File: src/verilog/cbh_pkg.sv
// Function
// - Mode pin low: pins; high: bus registers
// - Mode latched once after reset only
// - Source choice pins: 00 in0, 01 in1, 1x crystal
// - Active-low enable per output, glitch free
// - Enable sampled on selected clock falling edge
// - Disable takes effect 4.5 input cycles later
// - Enable takes effect 3.5 input cycles later
// - Impedance pick is asynchronous: low 100, high 85
// - Client address is 0x34 plus strap value
// - Bus bytes are eight bits, MSB first
// - Burst starts at command register address
// - Byte read returns addressed register contents
// - Written data byte is acknowledged, then next byte or stop
// - Pin mode load capacitance fixed at 8 pF
// - Bus mode load capacitance register programmable
// - Seven gain settings, series resistance follows gain
// - Enables default to enabled state
`default_nettype none
package cbh_pkg;
    localparam int NUM_OUT = 8;
    localparam int NUM_SYNC = 12 + NUM_OUT;
    localparam int P_MODE = 0;
    localparam int P_SDA = 1;
    localparam int P_SCL = 2;
    localparam int P_XTAL = 3;
    localparam int P_IN1 = 4;
    localparam int P_IN0 = 5;
    localparam int P_SA_LO = 6;
    localparam int P_SA_HI = 7;
    localparam int P_SEL_LO = 8;
    localparam int P_SEL_HI = 9;
    localparam int P_DL = 10;
    localparam int P_OE = 12;
    // Filter settles on the fourth edge after release
    localparam logic [2:0] MODE_LATCH_CYCLES = 3'h4;
    localparam logic [1:0] SRC_IN0 = 2'h0;
    localparam logic [1:0] SRC_IN1 = 2'h1;
    localparam logic [1:0] SRC_XTAL = 2'h2;
    // Input cycles, and half input cycles, from sample edge to switch
    localparam real DIS_CYCLES = 4.5;
    localparam real ENA_CYCLES = 3.5;
    localparam logic [3:0] DIS_HALVES = 4'(int'(DIS_CYCLES * 2.0));
    localparam logic [3:0] ENA_HALVES = 4'(int'(ENA_CYCLES * 2.0));
    localparam logic [6:0] ADDR_BASE = 7'h34;
    localparam logic [6:0] REG_GAIN = 7'h00;
    localparam logic [6:0] REG_CAP = 7'h02;
    localparam logic [6:0] REG_INSEL = 7'h04;
    localparam logic [6:0] REG_DSTATE0 = 7'h05;
    localparam logic [6:0] REG_DSTATE1 = 7'h06;
    localparam logic [6:0] REG_OUTEN = 7'h08;
    localparam logic [6:0] REG_DEVADDR = 7'h0a;
    localparam logic [4:0] GAIN_RST = 5'h04;
    localparam logic [7:0] CAP_RST = 8'h40;
    // Nearest code to 8 pF at 0.1875 pF steps
    localparam logic [7:0] CAP_PIN_MODE = 8'h2b;
    localparam logic [1:0] RES_OPEN = 2'h0;
    localparam logic [1:0] RES_550 = 2'h1;
    localparam logic [1:0] RES_150 = 2'h2;
    localparam logic [1:0] RES_ZERO = 2'h3;
    typedef enum logic [2:0] {ST_IDLE, ST_ADDR, ST_CMD, ST_WDATA, ST_ACK, ST_RDATA, ST_RACK} cbh_state_t;
endpackage
`default_nettype wire
File: src/verilog/cbh_ctrl.sv
`timescale 1ns/10ps
`default_nettype none
module cbh_ctrl
    import cbh_pkg::*;
(
    input wire logic clk,
    input wire logic rst_n,
    input wire logic mode_select,
    input wire logic source_choice_low,
    input wire logic source_choice_high,
    input wire logic clk_in0_p,
    input wire logic clk_in1_p,
    input wire logic crystal_in,
    input wire logic [NUM_OUT-1:0] per_output_enable_n,
    input wire logic [1:0] disabled_level_pins,
    input wire logic output_impedance_pick,
    input wire logic bus_addr_strap_low,
    input wire logic bus_addr_strap_high,
    input wire logic scl_i,
    input wire logic sda_i,
    output logic sda_o,
    output logic sda_oe,
    output logic bus_mode,
    output logic [1:0] source_route,
    output logic [NUM_OUT-1:0] out_active,
    output logic [2*NUM_OUT-1:0] out_disabled_level,
    output logic impedance_85,
    output logic [7:0] xtal_load_cap,
    output logic [4:0] xtal_gain,
    output logic [1:0] xtal_series_res
);
    function automatic logic gain_ok(input logic [4:0] g);
        gain_ok = (g == 5'h01) || (g == 5'h02) || (g == 5'h03) || (g == 5'h04) ||
            (g == 5'h08) || (g == 5'h10) || (g == 5'h18);
    endfunction

    function automatic logic [1:0] series_res(input logic [4:0] g);
        if (g == 5'h00)
            series_res = RES_OPEN;
        else if (g < 5'h04)
            series_res = RES_550;
        else if (g == 5'h04)
            series_res = RES_150;
        else
            series_res = RES_ZERO;
    endfunction

    // Input synchronisers
    logic [NUM_SYNC-1:0] s1_ff, s2_ff, s3_ff, lvl_ff, nxt_lvl;
    logic [NUM_SYNC-1:0] pins;
    assign pins = {per_output_enable_n, disabled_level_pins, source_choice_high, source_choice_low,
        bus_addr_strap_high, bus_addr_strap_low, clk_in0_p, clk_in1_p, crystal_in, scl_i, sda_i, mode_select};

    always_comb
    begin
        for (int i = 0; i < NUM_SYNC; i++)
            nxt_lvl[i] = (s2_ff[i] == s3_ff[i]) ? s3_ff[i] : lvl_ff[i];
    end

    always_ff @(posedge clk or negedge rst_n)
    begin
        if (!rst_n)
        begin
            s1_ff <= '0;
            s2_ff <= '0;
            s3_ff <= '0;
            lvl_ff <= '0;
        end
        else
        begin
            s1_ff <= pins;
            s2_ff <= s1_ff;
            s3_ff <= s2_ff;
            lvl_ff <= nxt_lvl;
        end
    end

    // Mode capture once after reset
    logic [2:0] mcnt_ff, nxt_mcnt;
    logic mode_ff, nxt_mode;

    always_comb
    begin
        nxt_mcnt = mcnt_ff;
        nxt_mode = mode_ff;
        if (mcnt_ff != MODE_LATCH_CYCLES)
        begin
            nxt_mcnt = mcnt_ff + 3'h1;
            if (mcnt_ff == MODE_LATCH_CYCLES - 3'h1)
                nxt_mode = nxt_lvl[P_MODE];
        end
    end

    always_ff @(posedge clk or negedge rst_n)
    begin
        if (!rst_n)
        begin
            mcnt_ff <= '0;
            mode_ff <= 1'b0;
        end
        else
        begin
            mcnt_ff <= nxt_mcnt;
            mode_ff <= nxt_mode;
        end
    end

    // Bus registers
    logic [4:0] gain_ff, nxt_gain;
    logic [7:0] cap_ff, nxt_cap;
    logic [1:0] insel_ff, nxt_insel;
    logic [2*NUM_OUT-1:0] dstate_ff, nxt_dstate;
    logic [NUM_OUT-1:0] outen_ff, nxt_outen;
    logic [6:0] own_addr;
    assign own_addr = ADDR_BASE + {5'h00, lvl_ff[P_SA_HI], lvl_ff[P_SA_LO]};

    function automatic logic [7:0] rd_reg(input logic [6:0] a);
        case (a)
            REG_GAIN: rd_reg = {3'h0, gain_ff};
            REG_CAP: rd_reg = cap_ff;
            REG_INSEL: rd_reg = {6'h00, insel_ff};
            REG_DSTATE0: rd_reg = dstate_ff[7:0];
            REG_DSTATE1: rd_reg = dstate_ff[15:8];
            REG_OUTEN: rd_reg = outen_ff;
            REG_DEVADDR: rd_reg = {6'h00, lvl_ff[P_SA_HI], lvl_ff[P_SA_LO]};
            default: rd_reg = 8'h00;
        endcase
    endfunction

    // Two-wire client
    cbh_state_t st_ff, nxt_st, after_ff, nxt_after;
    logic [3:0] bcnt_ff, nxt_bcnt;
    logic [7:0] sh_ff, nxt_sh;
    logic [6:0] ptr_ff, nxt_ptr;
    logic oe_ff, nxt_oe;
    logic scl_d_ff, sda_d_ff;
    logic scl_rise, scl_fall, bus_start, bus_stop, wr_en;
    assign scl_rise = !scl_d_ff && lvl_ff[P_SCL];
    assign scl_fall = scl_d_ff && !lvl_ff[P_SCL];
    assign bus_start = mode_ff && scl_d_ff && lvl_ff[P_SCL] && sda_d_ff && !lvl_ff[P_SDA];
    assign bus_stop = scl_d_ff && lvl_ff[P_SCL] && !sda_d_ff && lvl_ff[P_SDA];
    assign wr_en = scl_fall && st_ff == ST_WDATA && bcnt_ff == 4'h8;

    always_comb
    begin
        nxt_st = st_ff;
        nxt_after = after_ff;
        nxt_bcnt = bcnt_ff;
        nxt_sh = sh_ff;
        nxt_ptr = ptr_ff;
        nxt_oe = oe_ff;
        if (bus_start)
        begin
            nxt_st = ST_ADDR;
            nxt_bcnt = 4'h0;
            nxt_oe = 1'b0;
        end
        else if (bus_stop || !mode_ff)
        begin
            nxt_st = ST_IDLE;
            nxt_oe = 1'b0;
        end
        else if (scl_rise)
        begin
            case (st_ff)
                ST_ADDR, ST_CMD, ST_WDATA:
                begin
                    nxt_sh = {sh_ff[6:0], lvl_ff[P_SDA]};
                    nxt_bcnt = bcnt_ff + 4'h1;
                end
                ST_RACK:
                    if (lvl_ff[P_SDA])
                        nxt_st = ST_IDLE;
                default: nxt_st = st_ff;
            endcase
        end
        else if (scl_fall)
        begin
            case (st_ff)
                ST_ADDR:
                    if (bcnt_ff == 4'h8)
                    begin
                        if (sh_ff[7:1] == own_addr)
                        begin
                            nxt_st = ST_ACK;
                            nxt_oe = 1'b1;
                            nxt_after = sh_ff[0] ? ST_RDATA : ST_CMD;
                        end
                        else
                            nxt_st = ST_IDLE;
                    end
                ST_CMD:
                    if (bcnt_ff == 4'h8)
                    begin
                        nxt_ptr = sh_ff[6:0];
                        nxt_st = ST_ACK;
                        nxt_oe = 1'b1;
                        nxt_after = ST_WDATA;
                    end
                ST_WDATA:
                    if (bcnt_ff == 4'h8)
                    begin
                        nxt_ptr = ptr_ff + 7'h01;
                        nxt_st = ST_ACK;
                        nxt_oe = 1'b1;
                        nxt_after = ST_WDATA;
                    end
                ST_ACK, ST_RACK:
                begin
                    nxt_st = nxt_after;
                    nxt_bcnt = 4'h0;
                    nxt_oe = 1'b0;
                    if (after_ff == ST_RDATA)
                    begin
                        nxt_st = ST_RDATA;
                        nxt_sh = rd_reg(ptr_ff);
                        nxt_oe = !nxt_sh[7];
                        nxt_ptr = ptr_ff + 7'h01;
                        nxt_bcnt = 4'h1;
                    end
                end
                ST_RDATA:
                    if (bcnt_ff == 4'h8)
                    begin
                        nxt_st = ST_RACK;
                        nxt_oe = 1'b0;
                    end
                    else
                    begin
                        nxt_sh = {sh_ff[6:0], 1'b0};
                        nxt_oe = !sh_ff[6];
                        nxt_bcnt = bcnt_ff + 4'h1;
                    end
                default: nxt_st = st_ff;
            endcase
        end
    end

    always_comb
    begin
        nxt_gain = gain_ff;
        nxt_cap = cap_ff;
        nxt_insel = insel_ff;
        nxt_dstate = dstate_ff;
        nxt_outen = outen_ff;
        if (wr_en)
        begin
            case (ptr_ff)
                REG_GAIN:
                    if (gain_ok(sh_ff[4:0]))
                        nxt_gain = sh_ff[4:0];
                REG_CAP: nxt_cap = sh_ff;
                REG_INSEL: nxt_insel = sh_ff[1:0];
                REG_DSTATE0: nxt_dstate[7:0] = sh_ff;
                REG_DSTATE1: nxt_dstate[15:8] = sh_ff;
                REG_OUTEN: nxt_outen = sh_ff;
                default: nxt_outen = outen_ff;
            endcase
        end
    end

    always_ff @(posedge clk or negedge rst_n)
    begin
        if (!rst_n)
        begin
            st_ff <= ST_IDLE;
            after_ff <= ST_IDLE;
            bcnt_ff <= '0;
            sh_ff <= '0;
            ptr_ff <= '0;
            oe_ff <= 1'b0;
            scl_d_ff <= 1'b0;
            sda_d_ff <= 1'b0;
            gain_ff <= GAIN_RST;
            cap_ff <= CAP_RST;
            insel_ff <= SRC_IN0;
            dstate_ff <= '0;
            outen_ff <= '1;
        end
        else
        begin
            st_ff <= nxt_st;
            after_ff <= nxt_after;
            bcnt_ff <= nxt_bcnt;
            sh_ff <= nxt_sh;
            ptr_ff <= nxt_ptr;
            oe_ff <= nxt_oe;
            scl_d_ff <= lvl_ff[P_SCL];
            sda_d_ff <= lvl_ff[P_SDA];
            gain_ff <= nxt_gain;
            cap_ff <= nxt_cap;
            insel_ff <= nxt_insel;
            dstate_ff <= nxt_dstate;
            outen_ff <= nxt_outen;
        end
    end

    // Source routing and selected clock edges
    logic [1:0] src_ff, nxt_src;
    logic sel_lvl, sel_d_ff, sel_edge, sel_fall;

    always_comb
    begin
        if (mode_ff)
            nxt_src = insel_ff[1] ? SRC_XTAL : insel_ff;
        else if (lvl_ff[P_SEL_HI])
            nxt_src = SRC_XTAL;
        else
            nxt_src = lvl_ff[P_SEL_LO] ? SRC_IN1 : SRC_IN0;
        case (src_ff)
            SRC_IN0: sel_lvl = lvl_ff[P_IN0];
            SRC_IN1: sel_lvl = lvl_ff[P_IN1];
            default: sel_lvl = lvl_ff[P_XTAL];
        endcase
    end
    assign sel_edge = sel_d_ff != sel_lvl;
    assign sel_fall = sel_d_ff && !sel_lvl;

    // Per-output enable sequencing
    logic [NUM_OUT-1:0] req_ff, nxt_req, act_ff, nxt_act, en_req;
    logic [3:0] cnt_ff [NUM_OUT], nxt_cnt [NUM_OUT];

    always_comb
    begin
        for (int i = 0; i < NUM_OUT; i++)
        begin
            en_req[i] = !lvl_ff[P_OE+i] && (!mode_ff || outen_ff[i]);
            nxt_req[i] = req_ff[i];
            nxt_act[i] = act_ff[i];
            nxt_cnt[i] = cnt_ff[i];
            if (cnt_ff[i] != 4'h0)
            begin
                if (sel_edge)
                begin
                    nxt_cnt[i] = cnt_ff[i] - 4'h1;
                    if (cnt_ff[i] == 4'h1)
                        nxt_act[i] = req_ff[i];
                end
            end
            else if (sel_fall && en_req[i] != act_ff[i])
            begin
                nxt_req[i] = en_req[i];
                nxt_cnt[i] = en_req[i] ? ENA_HALVES : DIS_HALVES;
            end
        end
    end

    always_ff @(posedge clk or negedge rst_n)
    begin
        if (!rst_n)
        begin
            src_ff <= SRC_IN0;
            sel_d_ff <= 1'b0;
            req_ff <= '1;
            act_ff <= '1;
            for (int i = 0; i < NUM_OUT; i++)
                cnt_ff[i] <= '0;
        end
        else
        begin
            src_ff <= nxt_src;
            sel_d_ff <= sel_lvl;
            req_ff <= nxt_req;
            act_ff <= nxt_act;
            for (int i = 0; i < NUM_OUT; i++)
                cnt_ff[i] <= nxt_cnt[i];
        end
    end

    // Outputs
    assign sda_o = 1'b0;
    assign sda_oe = oe_ff;
    assign bus_mode = mode_ff;
    assign source_route = src_ff;
    assign out_active = act_ff;
    assign impedance_85 = output_impedance_pick;
    assign out_disabled_level = mode_ff ? dstate_ff : {NUM_OUT{lvl_ff[P_DL+1], lvl_ff[P_DL]}};
    assign xtal_load_cap = mode_ff ? cap_ff : CAP_PIN_MODE;
    assign xtal_gain = gain_ff;
    assign xtal_series_res = series_res(gain_ff);
endmodule // cbh_ctrl
`default_nettype wire

File: config.mk
export PLATFORM = sky130hd
export DESIGN_NAME = cbh_ctrl
export DESIGN_NICKNAME = d
export VERILOG_FILES = /design/src/verilog/cbh_pkg.sv /design/src/verilog/cbh_ctrl.sv
export SDC_FILE = /design/constraint.sdc
export NUM_CORES = 1
export LEC_CHECK = 0
export ABC_CLOCK_PERIOD_IN_PS = 3500
export BUFFER_PORTS_ARGS = -buffer_cell sky130_fd_sc_hd__buf_2
export CAP_MARGIN = 10
export CORE_MARGIN = 3
export CORE_UTILIZATION = 50
export CTS_BUF_LIST = sky130_fd_sc_hd__clkbuf_4 sky130_fd_sc_hd__clkbuf_8 sky130_fd_sc_hd__clkbuf_16
export CTS_CLUSTER_DIAMETER = 120
export DETAILED_ROUTE_END_ITERATION = 12
export PLACE_DENSITY_LB_ADDON = 0.05
export SETUP_SLACK_MARGIN = 0.1
export SYNTH_ARGS = -nofsm -noshare
export SYNTH_HDL_FRONTEND = slang
export SYNTH_SLANG_ARGS = --single-unit
File: constraint.sdc
create_clock -name clk -period 3.5 [get_ports clk]
set_clock_uncertainty 0.05 [all_clocks]
set_input_delay 0.7 -clock clk [delete_from_list [all_inputs] [get_ports clk]]
set_output_delay 0.7 -clock clk [all_outputs]
set_load 0.02 [all_outputs]
Yosys cells after proc, flatten, opt, wreduce, memory -nomap -nowiden --
Cells that the tools add are included.
Word-level totals: output and inout bits 45, memory bits (read-only) 0, bits in writable memories 0, input port bits 23, flip-flop bits (word level) 202, bits in latches 0, memories 0, logic and storage cells 404
Cells by class: multiplexer cells 95, magnitude comparators 1, bitwise operators 11, equal/unequal tests 92, reductions and logical operators 128, div/mod/pow operators 0, shift operators 0, $mul 0, add/subtract/negate cells 12
Operators with widths (number):
- two-way mux 4 bit | 38
- two-way mux 8 bit | 12
- one-hot mux 8 bit (7 select lines) | 1
- two-way mux 3 bit | 15
- AND reduction 2 bit | 22
- nonzero test 4 bit | 10
- == test 4 x 1 -> 1 bit (second input constant) | 8
- subtractor 4 x 1 -> 4 bit (second input constant) | 8
- logical AND 1 bit | 28
- AND reduction 3 bit | 9
- != test 2 bit (second input constant) | 13
- == test 7 x 3 -> 1 bit (second input constant) | 3
- two-way mux 7 bit | 3
- one-hot mux 7 bit (3 select lines) | 1
- == test 1 bit | 20
- nonzero test 2 bit | 10
- logical NOT 1 bit | 16
- two-way mux 16 bit | 1
- one-hot mux 8 bit (2 select lines) | 1
- AND reduction 8 bit | 2
- logical OR 1 bit | 15
- == test 7 x 4 -> 1 bit (second input constant) | 2
- AND reduction 7 bit | 2
- two-way mux 1 bit | 13
- other kinds (43) | 86

Longest topological paths before layout --
Gate-level depths: netlist of run 1.
depth after elaboration 15, depth in mapped cells 9, gate-level depth less buffers 8

Worst setup path after synthesis of run 1 --
No wires, ideal clock.
kind reg2reg, from reg src_ff[0] (netlist: source_route[0]), to reg cnt_ff[25] (netlist name), period minus slack after synthesis 2454 ps, library setup time 125 ps, buffers on the path 1, data required time 3325 ps, path slack 1046 ps, arrival time 2279 ps, cell stages (with the launch flop) 9, cell sequence dfrtp_1 mux2i_1 o21a_1 ha_1 buf_2 nand4bb_1 or4_1 o211ai_1 mux2_2
On the way: word-level cells in the longest chain between the ends 7, elaborated cells on any way between the ends 10, those cells by class 3 x eq/ne; 1 x mux; 6 x reduce/logical
RTL lines:
- from (decl) | line cbh_ctrl.sv:299 | logic [1:0] src_ff, nxt_src;
- from (signal assigned) | line cbh_ctrl.sv:361 | src_ff <= nxt_src;
- == test 2 x 1 -> 1 bit or logical NOT 2 bit (tied branches) | line cbh_ctrl.sv:310 | case (src_ff)
- one-hot mux 1 bit (2 select lines) * | line cbh_ctrl.sv:310
- logical NOT 1 bit | line cbh_ctrl.sv:317 | assign sel_fall = sel_d_ff && !sel_lvl;
- logical AND 1 bit | line cbh_ctrl.sv:317
- logical AND 1 bit | line cbh_ctrl.sv:340 | else if (sel_fall && en_req[i] != act_ff[i])
- nonzero test 2 bit (no line)
- AND reduction 2 bit (no line) *
- to (signal, indexed assignment) | line cbh_ctrl.sv:366 | cnt_ff[i] <= nxt_cnt[i];
- to (decl) | line cbh_ctrl.sv:321 | logic [3:0] cnt_ff [NUM_OUT], nxt_cnt [NUM_OUT];
Every way passes the cells marked *; elsewhere a longest branch is shown, timed or not. A chain may end at the register's enable or synchronous reset.

Worst setup path in the final report of run 1 --
from reg mode_ff (netlist: bus_mode), to out out_disabled_level[7]
On the way: word-level cells in the longest chain between the ends 1
RTL lines:
- from (decl) | line cbh_ctrl.sv:80 | logic mode_ff, nxt_mode;
- from (signal assigned) | line cbh_ctrl.sv:104 | mode_ff <= nxt_mode;
- two-way mux 16 bit | line cbh_ctrl.sv:377 | assign out_disabled_level = mode_ff ? dstate_ff : {NUM_OUT{lvl_ff[P_DL+1], lvl_ff[P_DL]}};
- to (decl) | line cbh_ctrl.sv:26 | output logic [2*NUM_OUT-1:0] out_disabled_level,
No other way between the ends.

==> results.json, run 1 <==
{
  "ant_nets": 0,
  "drc": 0,
  "drv_slew": 0,
  "stdcell_area_um2": 10800,
  "crit_arrival_ns": 2.08,
  "synth_top_area_share_pct": 46.5,
  "antenna_cells": 0,
  "grt_use_met3_pct": 3.96,
  "io_pins": 68,
  "synth_area_leaders": "dfrtp_1, mux2_2, dfstp_2",
  "slew_headroom_pct": 49.5,
  "clk_pin_slew_ns": 0.06,
  "hold_viol": 0,
  "ctsHoldBuffers": 0,
  "yosys.cell_count.top_type": "dfrtp_1",
  "peakVddDrop_uv": 606,
  "synth_top_area_cell": "dfrtp_1",
  "io_buffers": 64,
  "cp-endpoint": "out_disabled_level[7]",
  "ys_ff_latch": 202,
  "dp_hpwl_um": 14800,
  "via_count": 6769,
  "ctsResizeCount": 0,
  "clk_latency_ns": 0.50,
  "crit_path_cell_trace": "inv_1 > nand2_1 > nand2_1 > buf_2",
  "async_reset_ff_share_pct": 100,
  "r2r_slack_ns": 0.90,
  "setup_viol": 0,
  "worst_slew_pin_slew_ns": 0.751,
  "cpMostUsedCell": "nand2_1",
  "drt-total-wl_um": 21400,
  "cts_tree": "yes",
  "finalNetCount": 977,
  "end_kind": "output port",
  "track_usage_pct": 21.0,
  "p_leak_nw": 4.91,
  "dieArea_um2": 20600,
  "netlist_instances": 847,
  "fin_setup_tns_ns": 0,
  "met1_usage_pct": 29.9,
  "synth-edff-count": 0,
  "finalCritPeriodShare_pct": 80.9,
  "seq_area_um2": 5090,
  "start_kind": "register",
  "power_density_nw_per_um2": 658,
  "syn-cell-area_um2": 9460,
  "startpoint": "bus_mode",
  "core_area_um2": 18300,
  "hold_ws_ns": 0.164,
  "synth_nets": 908,
  "total_power_mw": 7.12,
  "cts-root-buf": "clkbuf_16",
  "rr_endpoint": "cnt_ff[29]",
  "r2r_start": "source_route[0]",
  "synth_cell_types": 65,
  "synthTopCellsByCount": "dfrtp_1, nand2_1, nor2_1, mux2_2, inv_1",
  "clock_sinks": 202,
  "worst_slack_ns": 0.668,
  "critPathKind": "reg -> out",
  "post_cts_buffers": 0,
  "ys.warnings.count": 0,
  "drv_cap": 0,
  "use_met2_pct": 33.2,
  "place_area_um2": 10000,
  "grt_overflow": 0,
  "grt_max_degree": 85,
  "die_h_um": 144,
  "crit_fanout": 15,
  "required_ns": 2.75,
  "multi_input_area_um2": 4060,
  "fillers": 1512,
  "top_usage_layer": "met2",
  "grt_pass1_vias": 6791,
  "ys_seq_area_share_pct": 53.8,
  "start_util_pct": 51.8,
  "syn2layout_area_growth_pct": 14.3,
  "die_w_um": 144,
  "reg2reg_depth": 8,
  "drive_above_1_share_pct": 22.9,
  "rsz0062_at_grt": "false",
  "period_minus_slack_ns": 2.83,
  "via_per_inst": 5.83,
  "wire_per_inst_um": 18.4,
  "ys.flop_type": "dfrtp_1",
  "crit_slowest_cell": "dfrtp_1",
  "syn_area_per_cell_um2": 11.2,
  "cts_buffers": 23,
  "max_freq_mhz": 353,
  "antenna_found_initial": 0,
  "hp-class": "in -> async",
  "status": "complete, no violations",
  "htreeDepth": 1,
  "slowest_delay_ns": 0.70,
  "row_count": 49,
  "drtPass1Iterations": 8,
  "dp_slack_ns": 0.954,
  "cts_buffer_depth": 3,
  "routabilityCongestion": 0.879,
  "drtIter0Drc": 416,
  "grt_pass1_wl_um": 35000
}
==> critical path: cells and delay by family (launching register included) <==
kind / cells / cell delay (ns)
buf+inv: 2 / 0.39
flops: 1 / 0.70
simple gates: 2 / 0.49
==> registers in the layout (all words and copies together) (netlist names), 4 cells and up <==
name        cells
cnt_ff         32
lvl_ff         20
s1_ff          20
cap_ff          8
bcnt_ff         4
req_ff          8
s2_ff          20
dstate_ff      16
xtal_gain       5
s3_ff          20
sh_ff           8
ptr_ff          7
outen_ff        8
out_active      8
==> final cells by class <==
| class | instances | share of cell area, % |
|---|---|---|
| repair buffers | 77 | 4.06 |
| well taps | 229 | 2.65 |
| clock buffers | 29 | 5.91 |
| multi-input cells | 570 | 37.6 |
| flip-flops and latches | 202 | 47.0 |
| inverters | 42 | 1.46 |
| clock inverters | 12 | 1.33 |
==> cell families after synthesis <==
| logic type | synth area share, % |
|---|---|
| and+or+nand+nor | 13.7 |
| other | 0.0396 |
| AOI/OAI and AO/OA | 13.2 |
| xor gates and xnor gates | 0.370 |
| adders and majority gates | 7.14 |
| buffers and inverters | 3.28 |
| DFF | 53.8 |
| muxes | 8.57 |
==> where the power goes <==
part	leakage (nW)	switching (mW)	internal, mW	total (mW)
Combinational	2.08	0.929	0.685	1.61
Sequential	2.45	0.358	2.71	3.07
Clock	0.389	0.924	1.51	2.44
==> worst min-delay path by stage <==
stage	start	endpoint	slack [ns]	cells past startpoint
floorplan	s1_ff[0]	s2_ff[0]	0.28	0
global placement	s1_ff[1]	s2_ff[1]	0.28	0
detailed placement	s1_ff[17]	s2_ff[17]	0.28	0
CTS	rst_n	cap_ff[2]	0.20	1
global route	rst_n	xtal_gain[1]	0.21	1
finish	rst_n	xtal_gain[1]	0.16	1
==> stage by stage <==
| step | util [%] | cells |
|---|---|---|
| after floorplan | - | 847 |
| after global placement | 54.9 | 1120 |
| after detailed placement | 54.9 | 1120 |
| after CTS | 59.2 | 1161 |
| after global routing | 59.2 | 1161 |
| final | 59.2 | 1161 |
==> cells in the final DEF (no fill, tap or decap), types with 23 or more instances in the layout <==
| master | instances |
|---|---|
| mux2_2 | 64 |
| a21oi_1 | 35 |
| nor2_1 | 65 |
| buf_2 | 63 |
| ha_1 | 38 |
| nand2_1 | 65 |
| dfstp_2 | 26 |
| a31oi_1 | 24 |
| inv_1 | 41 |
| o21ai_0 | 36 |
| clkbuf_16 | 23 |
| dfrtp_1 | 176 |
==> per-layer routing <==
layer | part of all wire (%) | vias up
met5 | 0 | -
met4 | 2.5 | 0
met3 | 5.7 | 33
met2 | 45 | 210
met1 | 47 | 3327
li1 | - | 3199
(Power assumes the default switching activity.)
==> run 2, diff against run 1 <==
--- a/config.mk
+++ b/config.mk
@@ -5,7 +5,7 @@
 export SDC_FILE = /design/constraint.sdc
 export NUM_CORES = 1
 export LEC_CHECK = 0
-export ABC_CLOCK_PERIOD_IN_PS = 3500
+export ABC_CLOCK_PERIOD_IN_PS = 2700
 export BUFFER_PORTS_ARGS = -buffer_cell sky130_fd_sc_hd__buf_2
 export CAP_MARGIN = 10
 export CORE_MARGIN = 3
==> constraint.sdc (replaced) <==
create_clock -name clk -period 2.7 [get_ports clk]
set_clock_uncertainty 0.05 [all_clocks]
set_input_delay 0.54 -clock clk [delete_from_list [all_inputs] [get_ports clk]]
set_output_delay 0.54 -clock clk [all_outputs]
set_load 0.02 [all_outputs]
==> run 2 against run 1 <==
  * Clock-buffer cell count increased by 3
  * Critical path depth increased by 4
  * Largest cell class unchanged
  * Largest power group unchanged
  * Non-clock buffer count increased by 24
==> results.json, run 2 (synthesis gave the netlist of run 1 again) <==
{
  "antenna_cells": 0,
  "finalNetCount": 1001,
  "cts_buffers": 23,
  "finalCritPeriodShare_pct": 91.1,
  "cp_num_cells": 8,
  "hold_depth": 1,
  "final_common_cell": "dfrtp_1",
  "clk_latency_ns": 0.51,
  "setup_viol": 0,
  "track_usage_pct": 21.0,
  "grt_overflow": 0,
  "period_minus_slack_ns": 2.46,
  "die_w_um": 144,
  "reg2reg_depth": 8,
  "io_pins": 68,
  "wire_per_inst_um": 18.1,
  "syn2layout_area_growth_pct": 16.9,
  "final_util_pct": 60.6,
  "drc": 0,
  "worst_slack_ns": 0.241,
  "fin_setup_tns_ns": 0,
  "dieArea_um2": 20600,
  "hp-class": "in -> reg",
  "drt-total-wl_um": 21400,
  "clk_pin_slew_ns": 0.06,
  "cts-root-buf": "clkbuf_16",
  "max_freq_mhz": 407,
  "cts_tree": "yes",
  "largest_reg_flops": 32,
  "dp_slack_ns": 0.225,
  "stdcell_area_um2": 11100,
  "worstHoldEndpoint": "s1_ff[7]",
  "drive_above_1_share_pct": 25.1,
  "drv_cap": 0,
  "grt_pass1_vias": 6867,
  "power_density_nw_per_um2": 841,
  "critPathBufInv": 1,
  "core_area_um2": 18300,
  "slew_headroom_pct": 56.0,
  "cts_buffer_depth": 3,
  "peakVddDrop_uv": 620,
  "grt_max_degree": 67,
  "crit_fanout": 11,
  "routabilityCongestion": 0.891,
  "place_area_um2": 10200,
  "via_count": 6943,
  "row_count": 49,
  "start_util_pct": 51.8,
  "ant_nets": 0,
  "die_h_um": 144,
  "via_per_inst": 5.86,
  "dp_hpwl_um": 15100,
  "io_buffers": 64,
  "rsz0062_at_grt": "false",
  "drtIter0Drc": 591,
  "critPathKind": "reg -> reg",
  "end_kind": "register",
  "top_register": "cnt_ff",
  "p_leak_nw": 5.06,
  "clock_sinks": 202,
  "r2r_slack_ns": 0.24,
  "worst_slew_pin_slew_ns": 0.660,
  "cpLargestDelayFamily": "simple AND/OR/NAND/NOR gates",
  "r2r_start": "source_route[0]",
  "min_from": "bus_addr_strap_high",
  "hold_viol": 0,
  "slowest_delay_ns": 0.49,
  "total_power_mw": 9.30,
  "crit_slowest_cell": "or4_1",
  "htreeDepth": 1,
  "crit_arrival_ns": 2.80,
  "required_ns": 3.04,
  "status": "complete, no violations",
  "start_kind": "register",
  "drv_slew": 0,
  "grt_pass1_wl_um": 35000,
  "rr_endpoint": "cnt_ff[5]",
  "crit_path_cell_trace": "mux2i_1 > o21a_1 > ha_4 > buf_12 > nand4bb_1 > or4_1 > o211ai_1 > mux2_2",
  "final_cell_mix": "dfrtp_1, nand2_1, nor2_1, mux2_2, buf_2",
  "antenna_found_initial": 0,
  "drtPass1Iterations": 8
}
## run 2: worst max-delay path by stage
stage | end | slack [ns] | start
3_5_place_dp | cnt_ff[17] | 0.23 | source_route[0]
3_3_place_gp | cnt_ff[25] | 0.30 | source_route[0]
4_1_cts | cnt_ff[17] | 0.20 | source_route[0]
5_1_grt | cnt_ff[21] | 0.10 | source_route[0]
2_1_floorplan | cnt_ff[25] | 0.25 | source_route[0]
6_report | cnt_ff[5] | 0.24 | source_route[0]
## run 2: what timing repair did
| action | 4_1_cts | 5_1_grt |
|---|---|---|
| hold endpoints to repair | 38 | 0 |
| cloned | 0 | 1 |
| setup buffers | 0 | 2 |
| pin swaps | 0 | 2 |
| hold buffers | 1 | 0 |
| endpoints found under the setup margin | 3 | 5 |
| gates resized for setup | 1 | 4 |
## run 2: final cells by class
type / count / area [um^2]
multi-input combinational: 570 / 4100
tap: 229 / 287
sequential: 202 / 5090
clock buffer: 32 / 668
timing repair buffer: 101 / 652
fill: 1477 / 7210
clock inverter: 9 / 114
inverter: 42 / 158
## run 2: where the power goes
group          total (mW)  switching (mW)  leakage, nW  internal (mW)
registers            3.97           0.455         2.44           3.51
logic                2.20            1.23         2.21          0.971
clock network        3.14            1.20        0.397           1.93
## run 2: per-stage QoR
stage | std cells | hold slack, ns
3_5_place_dp | 1140 | 0.285
2_1_floorplan | 847 | 0.194
6_report | 1185 | 0.0842
4_1_cts | 1182 | 0.0615
3_3_place_gp | 1140 | 0.282
5_1_grt | 1185 | 0.0639
## run 2: metal layers
layer | up-vias | track usage [%] | wire length (um)
met4 | 0 | 5.70 | 515
li1 | 3244 | - | -
met5 | - | 0 | 0
met2 | 225 | 34.4 | 9920
met1 | 3435 | 29.1 | 9740
met3 | 39 | 3.59 | 1230
==> run 3, diff against run 2 <==
--- a/config.mk
+++ b/config.mk
@@ -9,7 +9,7 @@
 export BUFFER_PORTS_ARGS = -buffer_cell sky130_fd_sc_hd__buf_2
 export CAP_MARGIN = 10
 export CORE_MARGIN = 3
-export CORE_UTILIZATION = 50
+export CORE_UTILIZATION = 38
 export CTS_BUF_LIST = sky130_fd_sc_hd__clkbuf_4 sky130_fd_sc_hd__clkbuf_8 sky130_fd_sc_hd__clkbuf_16
 export CTS_CLUSTER_DIAMETER = 120
 export DETAILED_ROUTE_END_ITERATION = 12
==> run 3 against run 2 <==
  * First-iteration DRC count is 16% lower
  * Wire length grew 5.2%
  * Fmax decreased by 0.61%
  * Design area rose by 1.5%
  * Sequential cell count unchanged
  * Combinational power barely moved
  * Cell count increased by 8.6%
  * Utilization fell by 15 points
  * Clock-buffer cell count up 2
  * Sequential share of layout area shrank 0.68 points
  * Die area is 30% higher
  * Sequential power barely moved
  * Critical endpoint is now cnt_ff[21]
==> results.json, run 3 (synthesis gave the netlist of run 1 again) <==
{
  "status": "complete, no violations",
  "clk_pin_slew_ns": 0.06,
  "cts-root-buf": "clkbuf_16",
  "crit_arrival_ns": 2.82,
  "largest_reg_flops": 32,
  "routabilityCongestion": 0.836,
  "crit_path_cell_trace": "mux2i_1 > o21a_1 > ha_4 > buf_12 > nand4bb_1 > or4_1 > o211ai_1 > mux2_2",
  "drt-total-wl_um": 22500,
  "row_count": 57,
  "worst_slack_ns": 0.226,
  "htreeDepth": 1,
  "syn2layout_area_growth_pct": 18.6,
  "max_freq_mhz": 404,
  "hp-class": "in -> reg",
  "grt_pass1_vias": 6952,
  "drv_cap": 0,
  "grt_pass1_wl_um": 36800,
  "top_register": "cnt_ff",
  "dp_slack_ns": 0.222,
  "antenna_cells": 0,
  "core_area_um2": 24400,
  "cts_tree": "yes",
  "start_kind": "register",
  "peakVddDrop_uv": 426,
  "clk_latency_ns": 0.51,
  "die_w_um": 164,
  "hold_viol": 0,
  "final_cell_mix": "dfrtp_1, nand2_1, nor2_1, mux2_2, buf_2",
  "dieArea_um2": 26800,
  "critPathKind": "reg -> reg",
  "p_leak_nw": 5.07,
  "start_util_pct": 38.8,
  "track_usage_pct": 17.0,
  "drv_slew": 0,
  "ant_nets": 0,
  "drtIter0Drc": 495,
  "end_kind": "register",
  "fin_setup_tns_ns": 0,
  "die_h_um": 164,
  "cts_buffer_depth": 3,
  "worst_slew_pin_slew_ns": 0.826,
  "grt_max_degree": 57,
  "crit_fanout": 11,
  "drtPass1Iterations": 8,
  "critPathBufInv": 1,
  "io_pins": 68,
  "period_minus_slack_ns": 2.47,
  "final_common_cell": "dfrtp_1",
  "clock_sinks": 202,
  "via_count": 6882,
  "dp_hpwl_um": 15700,
  "wire_per_inst_um": 17.5,
  "cts_buffers": 24,
  "finalNetCount": 1006,
  "drive_above_1_share_pct": 25.3,
  "rsz0062_at_grt": "false",
  "finalCritPeriodShare_pct": 91.6,
  "power_density_nw_per_um2": 831,
  "slew_headroom_pct": 44.5,
  "setup_viol": 0,
  "drc": 0,
  "crit_slowest_cell": "or4_1",
  "antenna_found_initial": 0,
  "slowest_delay_ns": 0.51,
  "grt_overflow": 0,
  "cpLargestDelayFamily": "simple AND/OR/NAND/NOR gates",
  "required_ns": 3.04,
  "io_buffers": 64,
  "via_per_inst": 5.35
}
[run 3: cell types whose count changed in the layout (fill, tap and decap cells not counted), sizes merged]
cell and change:
buf +4, clkinvlp +3, clkbuf +2, inv -2, clkinv +1, bufinv -1
[run 3: per-stage QoR]
| stage | power (mW) | util [%] | instances | instance area [um^2] | hold WS [ns] |
|---|---|---|---|---|---|
| after floorplan | 5.42 | - | 847 | 9460 | 0.194 |
| after global placement | 6.04 | 42.5 | 1237 | 10400 | 0.283 |
| after detailed placement | 6.16 | 42.5 | 1237 | 10400 | 0.285 |
| after CTS | 9.43 | 45.7 | 1282 | 11200 | 0.0536 |
| after global routing | 9.94 | 46.0 | 1287 | 11200 | 0.0586 |
| final | 9.33 | 46.0 | 1287 | 11200 | 0.0815 |
[run 3: cell type report]
class                      instances  area (um^2)
clock buffer                      34          706
inverter                          42          158
clock inverter                    10         86.3
timing repair buffer             105          707
sequential                       202         5090
multi-input combinational        570         4080
tap                              324          405
fill                            2299        13200
[run 3: worst paths after layout]
| kind | cells past startpoint | slack [ns] | endpoint | startpoint |
|---|---|---|---|---|
| max | 8 | 0.23 | cnt_ff[21] | source_route[0] |
| min in group asynchronous | 2 | 0.53 | cnt_ff[13] | rst_n |
| max reg2reg | 8 | 0.23 | cnt_ff[21] | source_route[0] |
| min reg2reg | 0 | 0.30 | s2_ff[15] | s1_ff[15] |
| min | 1 | 0.08 | s1_ff[9] | source_choice_high |
| max in group asynchronous | 3 | 1.28 | outen_ff[0] | rst_n |
[run 3: worst reg2reg max path, stage by stage, from the launching register on]
cell,delay (ns)
dfrtp_1,0.36
mux2i_1,0.19
o21a_1,0.20
ha_4,0.16
buf_12,0.13
nand4bb_1,0.12
or4_1,0.51
o211ai_1,0.25
mux2_2,0.39
[run 3: report_power, final]
group / total (mW) / switching, mW / internal (mW)
Clock: 3.18 / 1.25 / 1.92
Combinational: 2.20 / 1.22 / 0.981
Sequential: 3.95 / 0.441 / 3.51
[run 3: repair_timing]
action	4_1_cts	5_1_grt
endpoints found under the setup margin	0	7
endpoints found under the hold margin	40	0
setup buffers	0	4
resized for setup	0	2
hold buffers	1	0
[run 3: routing by layer]
metal | GRT usage (%) | share of wire, % | vias to the layer above
met5 | 0 | 0 | -
met4 | 5.77 | 3.2 | 0
met3 | 2.93 | 4.1 | 47
met2 | 27.2 | 47 | 156
met1 | 23.4 | 46 | 3417
li1 | - | - | 3262
